**config.mk**
```make
export PLATFORM = sky130hd
export DESIGN_NAME = bp_slave_end_flat
export DESIGN_NICKNAME = d
export VERILOG_FILES = /design/src/common/bp_pkg.sv /design/src/common/bp_if.sv /design/src/bp_slave_end.sv /design/src/bp_timer.sv /design/src/flat_wrapper.sv
export SDC_FILE = /design/constraint.sdc
export NUM_CORES = 1
export LEC_CHECK = 0
export ABC_AREA = 1
export BUFFER_PORTS_ARGS = -buffer_cell sky130_fd_sc_hd__buf_4
export CORE_MARGIN = 5
export CORE_UTILIZATION = 55
export DETAILED_ROUTE_END_ITERATION = 10
export PLACE_DENSITY = 0.87
export SETUP_SLACK_MARGIN = 0.2
export SLEW_MARGIN = 20
export SYNTH_ARGS = -nofsm -noshare
export SYNTH_HDL_FRONTEND = slang
export SYNTH_SLANG_ARGS = --single-unit
export TNS_END_PERCENT = 50
```
**constraint.sdc**
```tcl
create_clock -name clk -period 5.05 [get_ports clk]
set_input_delay 0.2525 -clock clk [delete_from_list [all_inputs] [get_ports clk]]
set_output_delay 0.2525 -clock clk [all_outputs]
set_load 0.01 [all_outputs]
```
**src/common/bp_pkg.sv**
```systemverilog
// Shared constants and a modifier check for the backplane slave termination block
package bp_pkg;

  // ==========================================================
  // Clock and timing
  // ==========================================================
  localparam int CLK_PERIOD_NS    = 25;        // 40 MHz system clock
  localparam int ACK_MAX_NS       = 100;       // Fast acknowledge limit
  localparam int WAIT_MAX_US      = 20;        // Busy hold limit
  localparam int RELEASE_MAX_NS   = 100;       // Preferred release limit
  localparam int BTO_MIN_US       = 100;       // Least bus timer interval
  localparam int ACK_MAX_CYC      = ACK_MAX_NS / CLK_PERIOD_NS;
  localparam int WAIT_MAX_CYC     = WAIT_MAX_US * 1000 / CLK_PERIOD_NS;
  localparam int RELEASE_MAX_CYC  = RELEASE_MAX_NS / CLK_PERIOD_NS;
  localparam int BTO_MIN_CYC      = (BTO_MIN_US * 1000 + CLK_PERIOD_NS - 1)
                                    / CLK_PERIOD_NS;
  localparam int RESCIND_CYC      = 1;         // Active-high drive time

  // ==========================================================
  // Bus widths
  // ==========================================================
  localparam int AM_W = 6;                     // Address modifier width
  localparam int AD_W = 32;                    // Address width
  localparam int DW   = 32;                    // Data width
  localparam int TW   = 16;                    // Timer width

  // ==========================================================
  // Address modifier codes to avoid
  // ==========================================================
  localparam logic [5:0] AM_LOCK0   = 6'h04;
  localparam logic [5:0] AM_LOCK1   = 6'h05;
  localparam logic [5:0] AM_LOCK2   = 6'h2C;
  localparam logic [5:0] AM_LOCK3   = 6'h32;
  localparam logic [5:0] AM_LOCK4   = 6'h35;
  localparam logic [5:0] AM_USER_LO = 6'h10;
  localparam logic [5:0] AM_USER_HI = 6'h1F;
  localparam logic [5:0] AM_CFG     = 6'h2F;
  localparam logic [5:0] AM_A40_0   = 6'h34;
  localparam logic [5:0] AM_A40_1   = 6'h37;
  localparam logic [5:0] AM_DE_0    = 6'h20;
  localparam logic [5:0] AM_DE_1    = 6'h21;

  // True for any modifier that neither end should use
  function automatic logic am_banned(input logic [5:0] am);
    am_banned = (am == AM_LOCK0) || (am == AM_LOCK1) || (am == AM_LOCK2)
             || (am == AM_LOCK3) || (am == AM_LOCK4) || (am == AM_CFG)
             || (am >= AM_USER_LO && am <= AM_USER_HI)
             || (am == AM_A40_0) || (am == AM_A40_1)
             || (am == AM_DE_0) || (am == AM_DE_1);
  endfunction : am_banned

endpackage : bp_pkg

```
**src/common/bp_if.sv**
```systemverilog
// Backplane data transfer lines joining master and slave ends
`timescale 1ns/1ps
interface bp_if;
  import bp_pkg::*;
  logic            ds_n;          // Data strobe, low active
  logic            write_n;       // Low for a write
  logic [AM_W-1:0] am;            // Address modifier
  logic [AD_W-1:0] addr;          // Address
  logic [DW-1:0]   wdata;         // Master write data
  logic [DW-1:0]   rdata;         // Slave read data
  logic            dtack_n_o;     // Acknowledge driven level
  logic            dtack_oe;      // Acknowledge enable
  logic            berr_n_o;      // Error driven level
  logic            berr_oe;       // Error enable
  logic            retry_n_o;     // Retry driven level
  logic            retry_oe;      // Retry enable
  logic            timer_berr_n;  // Bus timer error, low active
  logic            slv_breq;      // Slave's own bus request
  logic            bg_in_n;       // Grant chain into slave
  logic            bg_out_n;      // Grant chain out of slave
  logic            iack_in_n;     // Ack chain into slave
  logic            iack_out_n;    // Ack chain out of slave

  // Wired levels of the open-collector lines, pulled high when idle
  logic dtack_n;
  logic berr_n;
  logic retry_n;
  assign dtack_n = dtack_oe ? dtack_n_o : 1'b1;
  assign berr_n  = (berr_oe ? berr_n_o : 1'b1) & timer_berr_n;
  assign retry_n = retry_oe ? retry_n_o : 1'b1;

  modport slave (
    input  ds_n, write_n, am, addr, wdata, bg_in_n, iack_in_n,
    output rdata, dtack_n_o, dtack_oe, berr_n_o, berr_oe,
    output retry_n_o, retry_oe, slv_breq, bg_out_n, iack_out_n
  );
  modport master (
    output ds_n, write_n, am, addr, wdata, timer_berr_n, bg_in_n,
    output iack_in_n,
    input  rdata, dtack_n, berr_n, retry_n, slv_breq
  );
endinterface : bp_if

```
**src/bp_slave_end.sv**
```systemverilog
// Slave end: answers accesses with acknowledge, retry or error
// Behaviour
// - Lock modifiers 04 05 2C 32 35 unused
// - User, config, A40, double-edge modifiers unused
// - Ready register acknowledges with no wait
// - Busy register signals retry
// - Without retry, hold busy; ack or error
// - Drop own bus request when addressed
// - Acknowledge within 100 ns of strobe
// - Retry within 100 ns of strobe
// - Ack or error within 20 us
// - Release lines within 5 us of strobe rise
// - Prefer release within 0.1 us
// - Drive acknowledge high briefly before release
// - Never depend on configuration ROM space
// - Bus timer waits at least 100 us
// - Pass or use the grant chain
// - Arbiter grants by fixed priority
// - Pass or use the acknowledge chain
`timescale 1ns/1ps
module bp_slave_end
  import bp_pkg::*;
#(
  parameter int          WAIT_CYC = WAIT_MAX_CYC, // Busy hold limit
  parameter logic [AD_W-1:0] BASE = 32'h0000_0000, // Decoded base
  parameter logic [AD_W-1:0] MASK = 32'hFFFF_FF00  // Decode mask
) (
  input  wire logic          clk,
  input  wire logic          rst,
  input  wire logic          retry_ok,  // Both ends support retry
  input  wire logic          reg_ready, // User register can take part
  input  wire logic [DW-1:0] reg_rdata, // User register read data
  input  wire logic          own_breq,  // Slave wants the bus
  input  wire logic          use_bg,    // Slave consumes a grant
  output logic               reg_wr,    // Write strobe, pulse
  output logic               reg_rd,    // Read strobe, pulse
  output logic [AD_W-1:0]    reg_addr,  // Register address
  output logic [DW-1:0]      reg_wdata, // Register write data
  output logic               bus_owned, // Slave holds a grant
  bp_if.slave                bus
);
  // ==========================================================
  // State
  // ==========================================================
  typedef enum logic [4:0] {
    S_IDLE    = 5'b00001,        // No access
    S_HOLD    = 5'b00010,        // Busy, waiting for ready
    S_ANSWER  = 5'b00100,        // Answer driven low
    S_RESCIND = 5'b01000,        // Acknowledge driven high
    S_DONE    = 5'b10000         // Not entered by any transition
  } slv_t;
  typedef struct packed {
    slv_t            fsm;
    logic            dtack;      // Drive acknowledge low
    logic            berr;       // Drive error low
    logic            retry;      // Drive retry low
    logic            rescind;    // Drive acknowledge high
    logic            wr;
    logic            rd;
    logic [AD_W-1:0] addr;
    logic [DW-1:0]   wdata;
    logic [DW-1:0]   rdata;
  } slv_st_t;
  slv_st_t st_reg;               // Registered state
  slv_st_t st_next;              // Next state
  logic    hit;                  // Access is for this slave
  logic    wait_hit;             // Busy hold limit reached

  // Decode ignores the configuration ROM modifier entirely
  assign hit = !bus.ds_n && ((bus.addr & MASK) == BASE)
            && !am_banned(bus.am);

  // Times the busy hold; cleared when the hold ends
  bp_timer #(.LIMIT(WAIT_CYC)) u_wait (
    .clk     (clk),
    .rst     (rst),
    .run     (st_reg.fsm == S_HOLD),
    .expired (wait_hit)
  );

  // Answer sequencing
  always_comb begin
    st_next    = st_reg;
    st_next.wr = 1'b0;
    st_next.rd = 1'b0;
    case (st_reg.fsm)
      S_IDLE: begin
        if (hit) begin
          st_next.addr  = bus.addr;
          st_next.wdata = bus.wdata;
          if (reg_ready) begin
            // One cycle from strobe to acknowledge
            st_next.wr    = !bus.write_n;
            st_next.rd    = bus.write_n;
            st_next.rdata = reg_rdata;
            st_next.dtack = 1'b1;
            st_next.fsm   = S_ANSWER;
          end else if (retry_ok) begin
            st_next.retry = 1'b1;
            st_next.fsm   = S_ANSWER;
          end else begin
            st_next.fsm = S_HOLD;
          end
        end
      end
      S_HOLD: begin
        // Hold ends in ack once ready, in error once the limit is reached, or back in idle if the strobe rises
        if (bus.ds_n) begin
          st_next.fsm = S_IDLE;
        end else if (reg_ready) begin
          st_next.wr    = !bus.write_n;
          st_next.rd    = bus.write_n;
          st_next.rdata = reg_rdata;
          st_next.dtack = 1'b1;
          st_next.fsm   = S_ANSWER;
        end else if (wait_hit) begin
          st_next.berr = 1'b1;
          st_next.fsm  = S_ANSWER;
        end
      end
      S_ANSWER: begin
        // Release one cycle after strobe rises
        if (bus.ds_n) begin
          st_next.rescind = st_reg.dtack;
          st_next.dtack   = 1'b0;
          st_next.berr    = 1'b0;
          st_next.retry   = 1'b0;
          st_next.fsm     = st_reg.dtack ? S_RESCIND : S_IDLE;
        end
      end
      S_RESCIND: begin
        // High drive lasts RESCIND_CYC cycle, then let go
        st_next.rescind = 1'b0;
        st_next.fsm     = S_IDLE;
      end
      default: st_next = '{fsm: S_IDLE, default: '0};
    endcase
  end

  // Register the state
  always_ff @(posedge clk or posedge rst) begin
    if (rst) begin
      st_reg <= '{fsm: S_IDLE, default: '0};
    end else begin
      st_reg <= st_next;
    end
  end

  // ==========================================================
  // Open-collector answers
  // ==========================================================
  assign bus.dtack_n_o = !st_reg.dtack;
  assign bus.dtack_oe  = st_reg.dtack | st_reg.rescind;
  assign bus.berr_n_o  = 1'b0;
  assign bus.berr_oe   = st_reg.berr;
  assign bus.retry_n_o = 1'b0;
  assign bus.retry_oe  = st_reg.retry;
  assign bus.rdata     = st_reg.rdata;

  // Own request withdrawn while an access to us is open
  assign bus.slv_breq = own_breq && (st_reg.fsm == S_IDLE) && !hit;

  // Grant used only when we asked, else passed on
  assign bus_owned    = use_bg && bus.slv_breq && !bus.bg_in_n;
  assign bus.bg_out_n = bus.bg_in_n | (use_bg & bus.slv_breq);
  // No interrupter here, so the chain passes straight
  assign bus.iack_out_n = bus.iack_in_n;

  assign reg_wr    = st_reg.wr;
  assign reg_rd    = st_reg.rd;
  assign reg_addr  = st_reg.addr;
  assign reg_wdata = st_reg.wdata;
endmodule : bp_slave_end

```
**src/bp_timer.sv**
```systemverilog
// Up-counting timer shared by the slave wait and the master bus timer
`timescale 1ns/1ps
module bp_timer
  import bp_pkg::*;
#(
  parameter int LIMIT = 16
) (
  input  wire logic clk,
  input  wire logic rst,
  input  wire logic run,
  output logic      expired
);
  // ==========================================================
  // State
  // ==========================================================
  typedef struct packed {
    logic [TW-1:0] cnt;          // Cycles run so far
    logic          done;         // Limit reached
  } tmr_t;
  tmr_t st_reg;                  // Registered state
  tmr_t st_next;                 // Next state

  // Count while run is high, clear as soon as it drops
  always_comb begin
    st_next = st_reg;
    if (!run) begin
      st_next.cnt  = '0;
      st_next.done = 1'b0;
    end else if (!st_reg.done) begin
      st_next.cnt = st_reg.cnt + 1'b1;
      // Done flags at the LIMIT-th cycle of run
      st_next.done = (st_reg.cnt == TW'(LIMIT - 2));
    end
  end

  // Register the state
  always_ff @(posedge clk or posedge rst) begin
    if (rst) begin
      st_reg <= '0;
    end else begin
      st_reg <= st_next;
    end
  end

  assign expired = st_reg.done;
endmodule : bp_timer
```
**src/flat_wrapper.sv**
```systemverilog
// flat-port wrapper written by rule: the top's interface ports become plain ports
module bp_slave_end_flat import bp_pkg::*;
#(
  parameter int          WAIT_CYC = WAIT_MAX_CYC,                   
  parameter logic [AD_W-1:0] BASE = 32'h0000_0000,                
  parameter logic [AD_W-1:0] MASK = 32'hFFFF_FF00                
)
  (clk, rst, retry_ok, reg_ready, reg_rdata, own_breq, use_bg, reg_wr, reg_rd, reg_addr, reg_wdata, bus_owned, bus_ds_n, bus_write_n, bus_am, bus_addr, bus_wdata, bus_bg_in_n, bus_iack_in_n, bus_rdata, bus_dtack_n_o, bus_dtack_oe, bus_berr_n_o, bus_berr_oe, bus_retry_n_o, bus_retry_oe, bus_slv_breq, bus_bg_out_n, bus_iack_out_n);
  bp_if bus_i ();
  input  wire logic clk;
  input  wire logic rst;
  input  wire logic retry_ok;
  input  wire logic reg_ready;
  input  wire logic [DW-1:0] reg_rdata;
  input  wire logic own_breq;
  input  wire logic use_bg;
  output logic reg_wr;
  output logic reg_rd;
  output logic [AD_W-1:0] reg_addr;
  output logic [DW-1:0] reg_wdata;
  output logic bus_owned;
  input wire logic [$bits(bus_i.ds_n)-1:0] bus_ds_n;
  input wire logic [$bits(bus_i.write_n)-1:0] bus_write_n;
  input wire logic [$bits(bus_i.am)-1:0] bus_am;
  input wire logic [$bits(bus_i.addr)-1:0] bus_addr;
  input wire logic [$bits(bus_i.wdata)-1:0] bus_wdata;
  input wire logic [$bits(bus_i.bg_in_n)-1:0] bus_bg_in_n;
  input wire logic [$bits(bus_i.iack_in_n)-1:0] bus_iack_in_n;
  output wire logic [$bits(bus_i.rdata)-1:0] bus_rdata;
  output wire logic [$bits(bus_i.dtack_n_o)-1:0] bus_dtack_n_o;
  output wire logic [$bits(bus_i.dtack_oe)-1:0] bus_dtack_oe;
  output wire logic [$bits(bus_i.berr_n_o)-1:0] bus_berr_n_o;
  output wire logic [$bits(bus_i.berr_oe)-1:0] bus_berr_oe;
  output wire logic [$bits(bus_i.retry_n_o)-1:0] bus_retry_n_o;
  output wire logic [$bits(bus_i.retry_oe)-1:0] bus_retry_oe;
  output wire logic [$bits(bus_i.slv_breq)-1:0] bus_slv_breq;
  output wire logic [$bits(bus_i.bg_out_n)-1:0] bus_bg_out_n;
  output wire logic [$bits(bus_i.iack_out_n)-1:0] bus_iack_out_n;
  assign bus_i.ds_n = bus_ds_n;
  assign bus_i.write_n = bus_write_n;
  assign bus_i.am = bus_am;
  assign bus_i.addr = bus_addr;
  assign bus_i.wdata = bus_wdata;
  assign bus_i.bg_in_n = bus_bg_in_n;
  assign bus_i.iack_in_n = bus_iack_in_n;
  assign bus_rdata = bus_i.rdata;
  assign bus_dtack_n_o = bus_i.dtack_n_o;
  assign bus_dtack_oe = bus_i.dtack_oe;
  assign bus_berr_n_o = bus_i.berr_n_o;
  assign bus_berr_oe = bus_i.berr_oe;
  assign bus_retry_n_o = bus_i.retry_n_o;
  assign bus_retry_oe = bus_i.retry_oe;
  assign bus_slv_breq = bus_i.slv_breq;
  assign bus_bg_out_n = bus_i.bg_out_n;
  assign bus_iack_out_n = bus_i.iack_out_n;
  bp_slave_end #(.WAIT_CYC(WAIT_CYC), .BASE(BASE), .MASK(MASK)) u_core (.clk(clk), .rst(rst), .retry_ok(retry_ok), .reg_ready(reg_ready), .reg_rdata(reg_rdata), .own_breq(own_breq), .use_bg(use_bg), .reg_wr(reg_wr), .reg_rd(reg_rd), .reg_addr(reg_addr), .reg_wdata(reg_wdata), .bus_owned(bus_owned), .bus(bus_i));
endmodule
```
Word-level counts from Yosys, hierarchy flattened
Index checks and enable logic that the tools add are counted.
- word-level logic and storage cells: 114
- output and inout port bits: 108
- flip-flop bits (word level): 124
- input port bits: 112
- equal/unequal tests: 24
- $lt $le $gt $ge: 2
- bitwise gates (word level): 9
- multiplexer cells: 30
- add/subtract/negate cells: 1
- reduce and logical (&&, ||, !) cells: 36
- operator list (kind ; number):
    $pmux 64 s2 ; 1
    $mux 98 ; 1
    $pmux 32 s3 ; 1
    $mux 32 ; 2
    $eq 6x6->1 const B ; 8
    $mux 17 ; 2
    $logic_not 32->1 ; 1
    $add 16x1->16 const B ; 1
    $eq 16x10->1 const B ; 1
    $mux 5 ; 3
    $pmux 5 s3 ; 1
    $eq 6x3->1 const B ; 2
    $ne 2x2->1 const B ; 6
    $logic_or 1x1->1 ; 10
    $reduce_and 5->1 ; 2
    $mux 9 ; 1
    $reduce_or 2->1 ; 4
    $logic_and 1x1->1 ; 7
    $ge 6x5->1 const B ; 1
    $le 6x5->1 const B ; 1
    $logic_not 1->1 ; 6
    $mux 1 ; 6
    $mux 2 ; 3
    $mux 3 ; 2
    other kinds (19) ; 29

Longest topological paths before layout
- depth in word-level cells: 17
- depth in mapped cells: 14

Modules after synthesis
A second synthesis with hierarchy kept.
- cells, all modules: 950
- area total of the unflattened synthesis: 7045.5 um2
- by module, submodules not included (module ; area each (um2) ; cells an instance ; instances ; sequential area each (um2)):
    bp_slave_end ; 6034.5 ; 807 ; 1 ; 2653.8
    bp_timer ; 1011.0 ; 143 ; 1 ; 425.4

Worst setup path before layout
Ideal clock, no wire load.
- path type: register -> output
- from: reg u_core.st_reg[102] (netlist bit)
- to: out bus_owned
- stages on the path, launching flop included: 8
- setup slack: 3.416 ns
- arrival time: 1.382 ns
- path through: dfstp_2 nand3_1 buf_2 inv_1 nand2_4 nor2_1 nand2_1 nor2_1
- cells in the longest elaborated chain, start to end: 5
- RTL lines (element ; line ; source):
    start: declaration ; bp_slave_end.sv:64 ; slv_st_t st_reg;
    start signal: assignment ; bp_slave_end.sv:145 ; st_reg <= st_next;
    $eq 5x1->1 ; bp_slave_end.sv:161 ; assign bus.slv_breq = own_breq && (st_reg.fsm == S_IDLE) && !hit;
    $logic_and 1x1->1 (2 in series) ; bp_slave_end.sv:161 ;
    net bus_slv_breq ; flat_wrapper.sv:36 ; output wire logic [$bits(bus_i.slv_breq)-1:0] bus_slv_breq;
    $logic_and 1x1->1 (2 in series) ; bp_slave_end.sv:164 ; assign bus_owned = use_bg && bus.slv_breq && !bus.bg_in_n;
    end: declaration ; flat_wrapper.sv:21 ; output logic bus_owned;
The timed path passes the listed nets, and every way through them passes these cells.

Worst setup path in the final report
- from: reg u_core.st_reg[105] (netlist bit)
- to: reg u_core.st_reg, in the netlist u_core.reg_addr[24]
- cells in the longest elaborated chain, start to end: 4
- elaborated cells between the ends (all ways): 9
- RTL lines (element ; line ; source):
    $eq 5x2->1 (tied with other cells) ; bp_slave_end.sv:86 ; case (st_reg.fsm)
    $reduce_or 3->1 (no line) ; -- ;
    $not 1->1 (no line) ; -- ;
    $reduce_and 2->1 (no line) ; -- ;
Several ways; a longest one is shown, not always the timed one.
A chain may end at the register's enable or synchronous reset.

==> run_results.csv <==
group,metric,value,unit
outcome,outcome,"finished, final reports clean",
setup_path,worstReg2RegStart,"u_core.st_reg[105]",
detailed_routing,vias_per_cell,4.96,
cells_and_area,n_antenna_cell,0,
die,fp.coreArea,0.0121,mm2
pwr,leakage,4.50,nW
die,die_w,121,um
yosys,synth_area,0.00681,mm2
min_path,hp-class,"input pin to flip-flop",
timing,finalClockSkew,0.00522,ns
min_path,min_path_cells,3,
yosys,synth_cell_type_count,33,
cts,post-cts-setup-buffers,0,
timing,final_max_slew_viol_count,0,
grt,first_global_vias,5758,
setup_path,crit_type,"flip-flop to flip-flop",
detailed_routing,vias,6068,
die,rows,40,
cts,insertion_delay,0.41,ns
setup_path,crit_top_cell,"nor2_1",
timing,setup-violations-final,0,
yosys,syn_area_per_cell,7.26,um2
grt,grt_pass1_wl,27900,um
timing,grt_setup_unrepaired,"no",
cts,htreeDepth,4,
setup_path,path_buf_inv,3,
cts,root_buffer,"clkbuf_16",
cells_and_area,syn_to_final_growth,22.7,%
detailed_routing,drt_wl_total,17500,um
timing,worst_slew_pin_slew,1.04,ns
detailed_routing,drc,0,
setup_path,cp_max_fo,47,
cts,cts_hold_buf,1,
cts,clock_sinks,123,
setup_path,cp_slowest_cell,"inv_2",
grt,antenna_found_initial,0,
yosys,yosysSeqAreaShare,45.2,%
job,max_cap_viol_count,0,
yosys,synth-seq-cells,123,
setup_path,reg2reg_depth,8,
cells_and_area,layout_common_cells,"309 x nand2_1, 220 x buf_4, 153 x nor2_1",
timing,tns,0,ns
pwr,ir_drop,0.232,mV
die,die_area,0.0147,mm2
detailed_routing,drtIter0Drc,683,
timing,fin_crit_sh,53.6,%
yosys,synth_cells,938,
cells_and_area,drive_above_1_share,24.9,%
setup_path,end_kind,"flip-flop",
grt,gr-usage-all-layers,23.5,%
cts,clkTransAtPathRegs,0.06,ns
die,die_h,121,um
min_path,worstHoldStart,"bus_wdata[20]",
cells_and_area,nNetsFinal,1156,
cts,cts_inserted_buffers,17,
cts,clockBufferDepth,2,
cts,cts_resized,0,
placement,hpwl,12000,um
detailed_routing,firstDrtPassIters,6,
detailed_routing,post_drt_wl_per_cell,14.3,um
setup_path,critPathLaunchType,"flip-flop",
setup_path,r2r-end,"u_core.reg_addr[24]",
setup_path,crit_path_max_incr_delay,0.74,ns
timing,hold_viol,0,
yosys,yosys_warnings,0,
setup_path,crit_chain,"nor2_1 > nand3_1 > inv_2 > nor2_1 > nand2_1 > buf_4 > inv_2 > nor2_1",
timing,hold_ws,0.0402,ns
pwr,finalPower,0.00252,W
placement,gp_congestion,0.871,
timing,slew-limit-headroom,30.8,%
cells_and_area,final_common_cell,"nand2_1",
timing,fmax,0.370,GHz
setup_path,cp.required,5.38,ns
pwr,pwr_density_cell,302,mW/mm2
die,initial_core_util,56.5,%
detailed_routing,postRouteAntennaNets,0,
cts,cts_tree,"built",
timing,fin_crit,2.71,ns
die,io_pins,220,
min_path,hold_end,"u_core.reg_wdata[20]",
setup_path,crit_family,"buffers and inverters",
setup_path,crit_arrival,3.03,ns
grt,overflow,0,
setup_path,r2r_setup_slack,2.34,ns
grt,grt_max_degree,71,
placement,port-buffer-count,215,
## worst max path at each step
| stage | startpoint | endpoint | cells past startpoint |
|---|---|---|---|
| after global routing | u_core.st_reg[105] | u_core.reg_addr[26] | 8 |
| after CTS | u_core.st_reg[105] | u_core.reg_addr[24] | 8 |
| final | u_core.st_reg[105] | u_core.reg_addr[24] | 8 |
| after detailed placement | bus_addr[11] | u_core.reg_wdata[21] | 11 |
| after floorplan | rst | u_core.bus.berr_oe | 1 |
| after global placement | bus_addr[27] | u_core.bus.rdata[30] | 12 |
## power by group
| part | internal (W) | switching (W) | leakage, nW |
|---|---|---|---|
| Sequential | 0.00102 | 0.0000220 | 1.71 |
| Combinational | 0.000131 | 0.000133 | 2.51 |
| Clock | 0.000787 | 0.000427 | 0.283 |
## worst reg2reg max path, stage by stage (launching register included)
cell and delay [ns]:
dfrtp_1 0.38, nor2_1 0.14, nand3_1 0.34, inv_2 0.74
nor2_1 0.11, nand2_1 0.10, buf_4 0.38, inv_2 0.27
nor2_1 0.17
## metal layers
metal	track usage [%]	vias to the layer above	wire [um]	part of all wire, %
li1	-	3006	-	-
met4	7.77	0	299	1.7
met3	5.78	32	1460	8.4
met2	39.1	273	8490	49
met1	30.0	2757	7210	41
met5	0	-	0	0
## cell usage after synthesis
library cell  instances  area (um2)
inv_2                 5        18.8
o21bai_1              2        15.0
nand2_2               2        12.5
buf_1                 3        11.3
nand3_1              49         245
nor2_4                2        22.5
nor2_1              154         578
conb_1                1        3.75
nor3_2                1        10.0
xnor2_1               1        8.76
a21oi_1              13        65.1
nor3_1               11        55.1
clkbuf_1              6        22.5
nand2_4               1        11.3
nor4_1                2        12.5
o22ai_1               1        6.26
nand2_1             309        1160
o21ai_0              41         205
nor3b_1               2        15.0
dfstp_2               1        26.3
ha_1                  2        25.0
buf_4               102         766
o21a_1                1        7.51
nand3b_1              2        15.0
buf_2                26         130
dfrtp_1             122        3050
o21ai_1               6        30.0
a21boi_1              1        7.51
a31oi_1               1        6.26
inv_1                62         233
nand4_1               4        25.0
o31ai_1               1        7.51
clkinv_1              1        3.75
## stage by stage
stage               utilization, %  instance area, um2  instances  worst slack (ns)
finish                        69.3                8360       1223              2.34
global route                  69.3                8360       1223              2.05
CTS                           69.3                8360       1223              2.34
detailed placement            64.3                7750       1190              2.04
global placement              64.3                7750       1190              2.18
floorplan                        -                6820        939              1.53
## cell families after synthesis
group                    synth area share (%)
AO/OA/AOI/OAI                            5.14
AND/OR/NAND/NOR                          31.7
adder cells (fa/ha/maj)                 0.367
XOR/XNOR                                0.129
flip-flops                               45.2
buffers and inverters                    17.4
other                                  0.0550
## final cells by class
| class | count | area, um2 |
|---|---|---|
| clock buffer | 21 | 450 |
| tap | 168 | 210 |
| clock inverter | 11 | 145 |
| fill | 956 | 3700 |
| timing repair buffer | 221 | 1660 |
| sequential | 123 | 3080 |
| multi-input combinational | 611 | 2560 |
| inverter | 68 | 258 |
No activity file was read; power rests on OpenSTA's default activity.
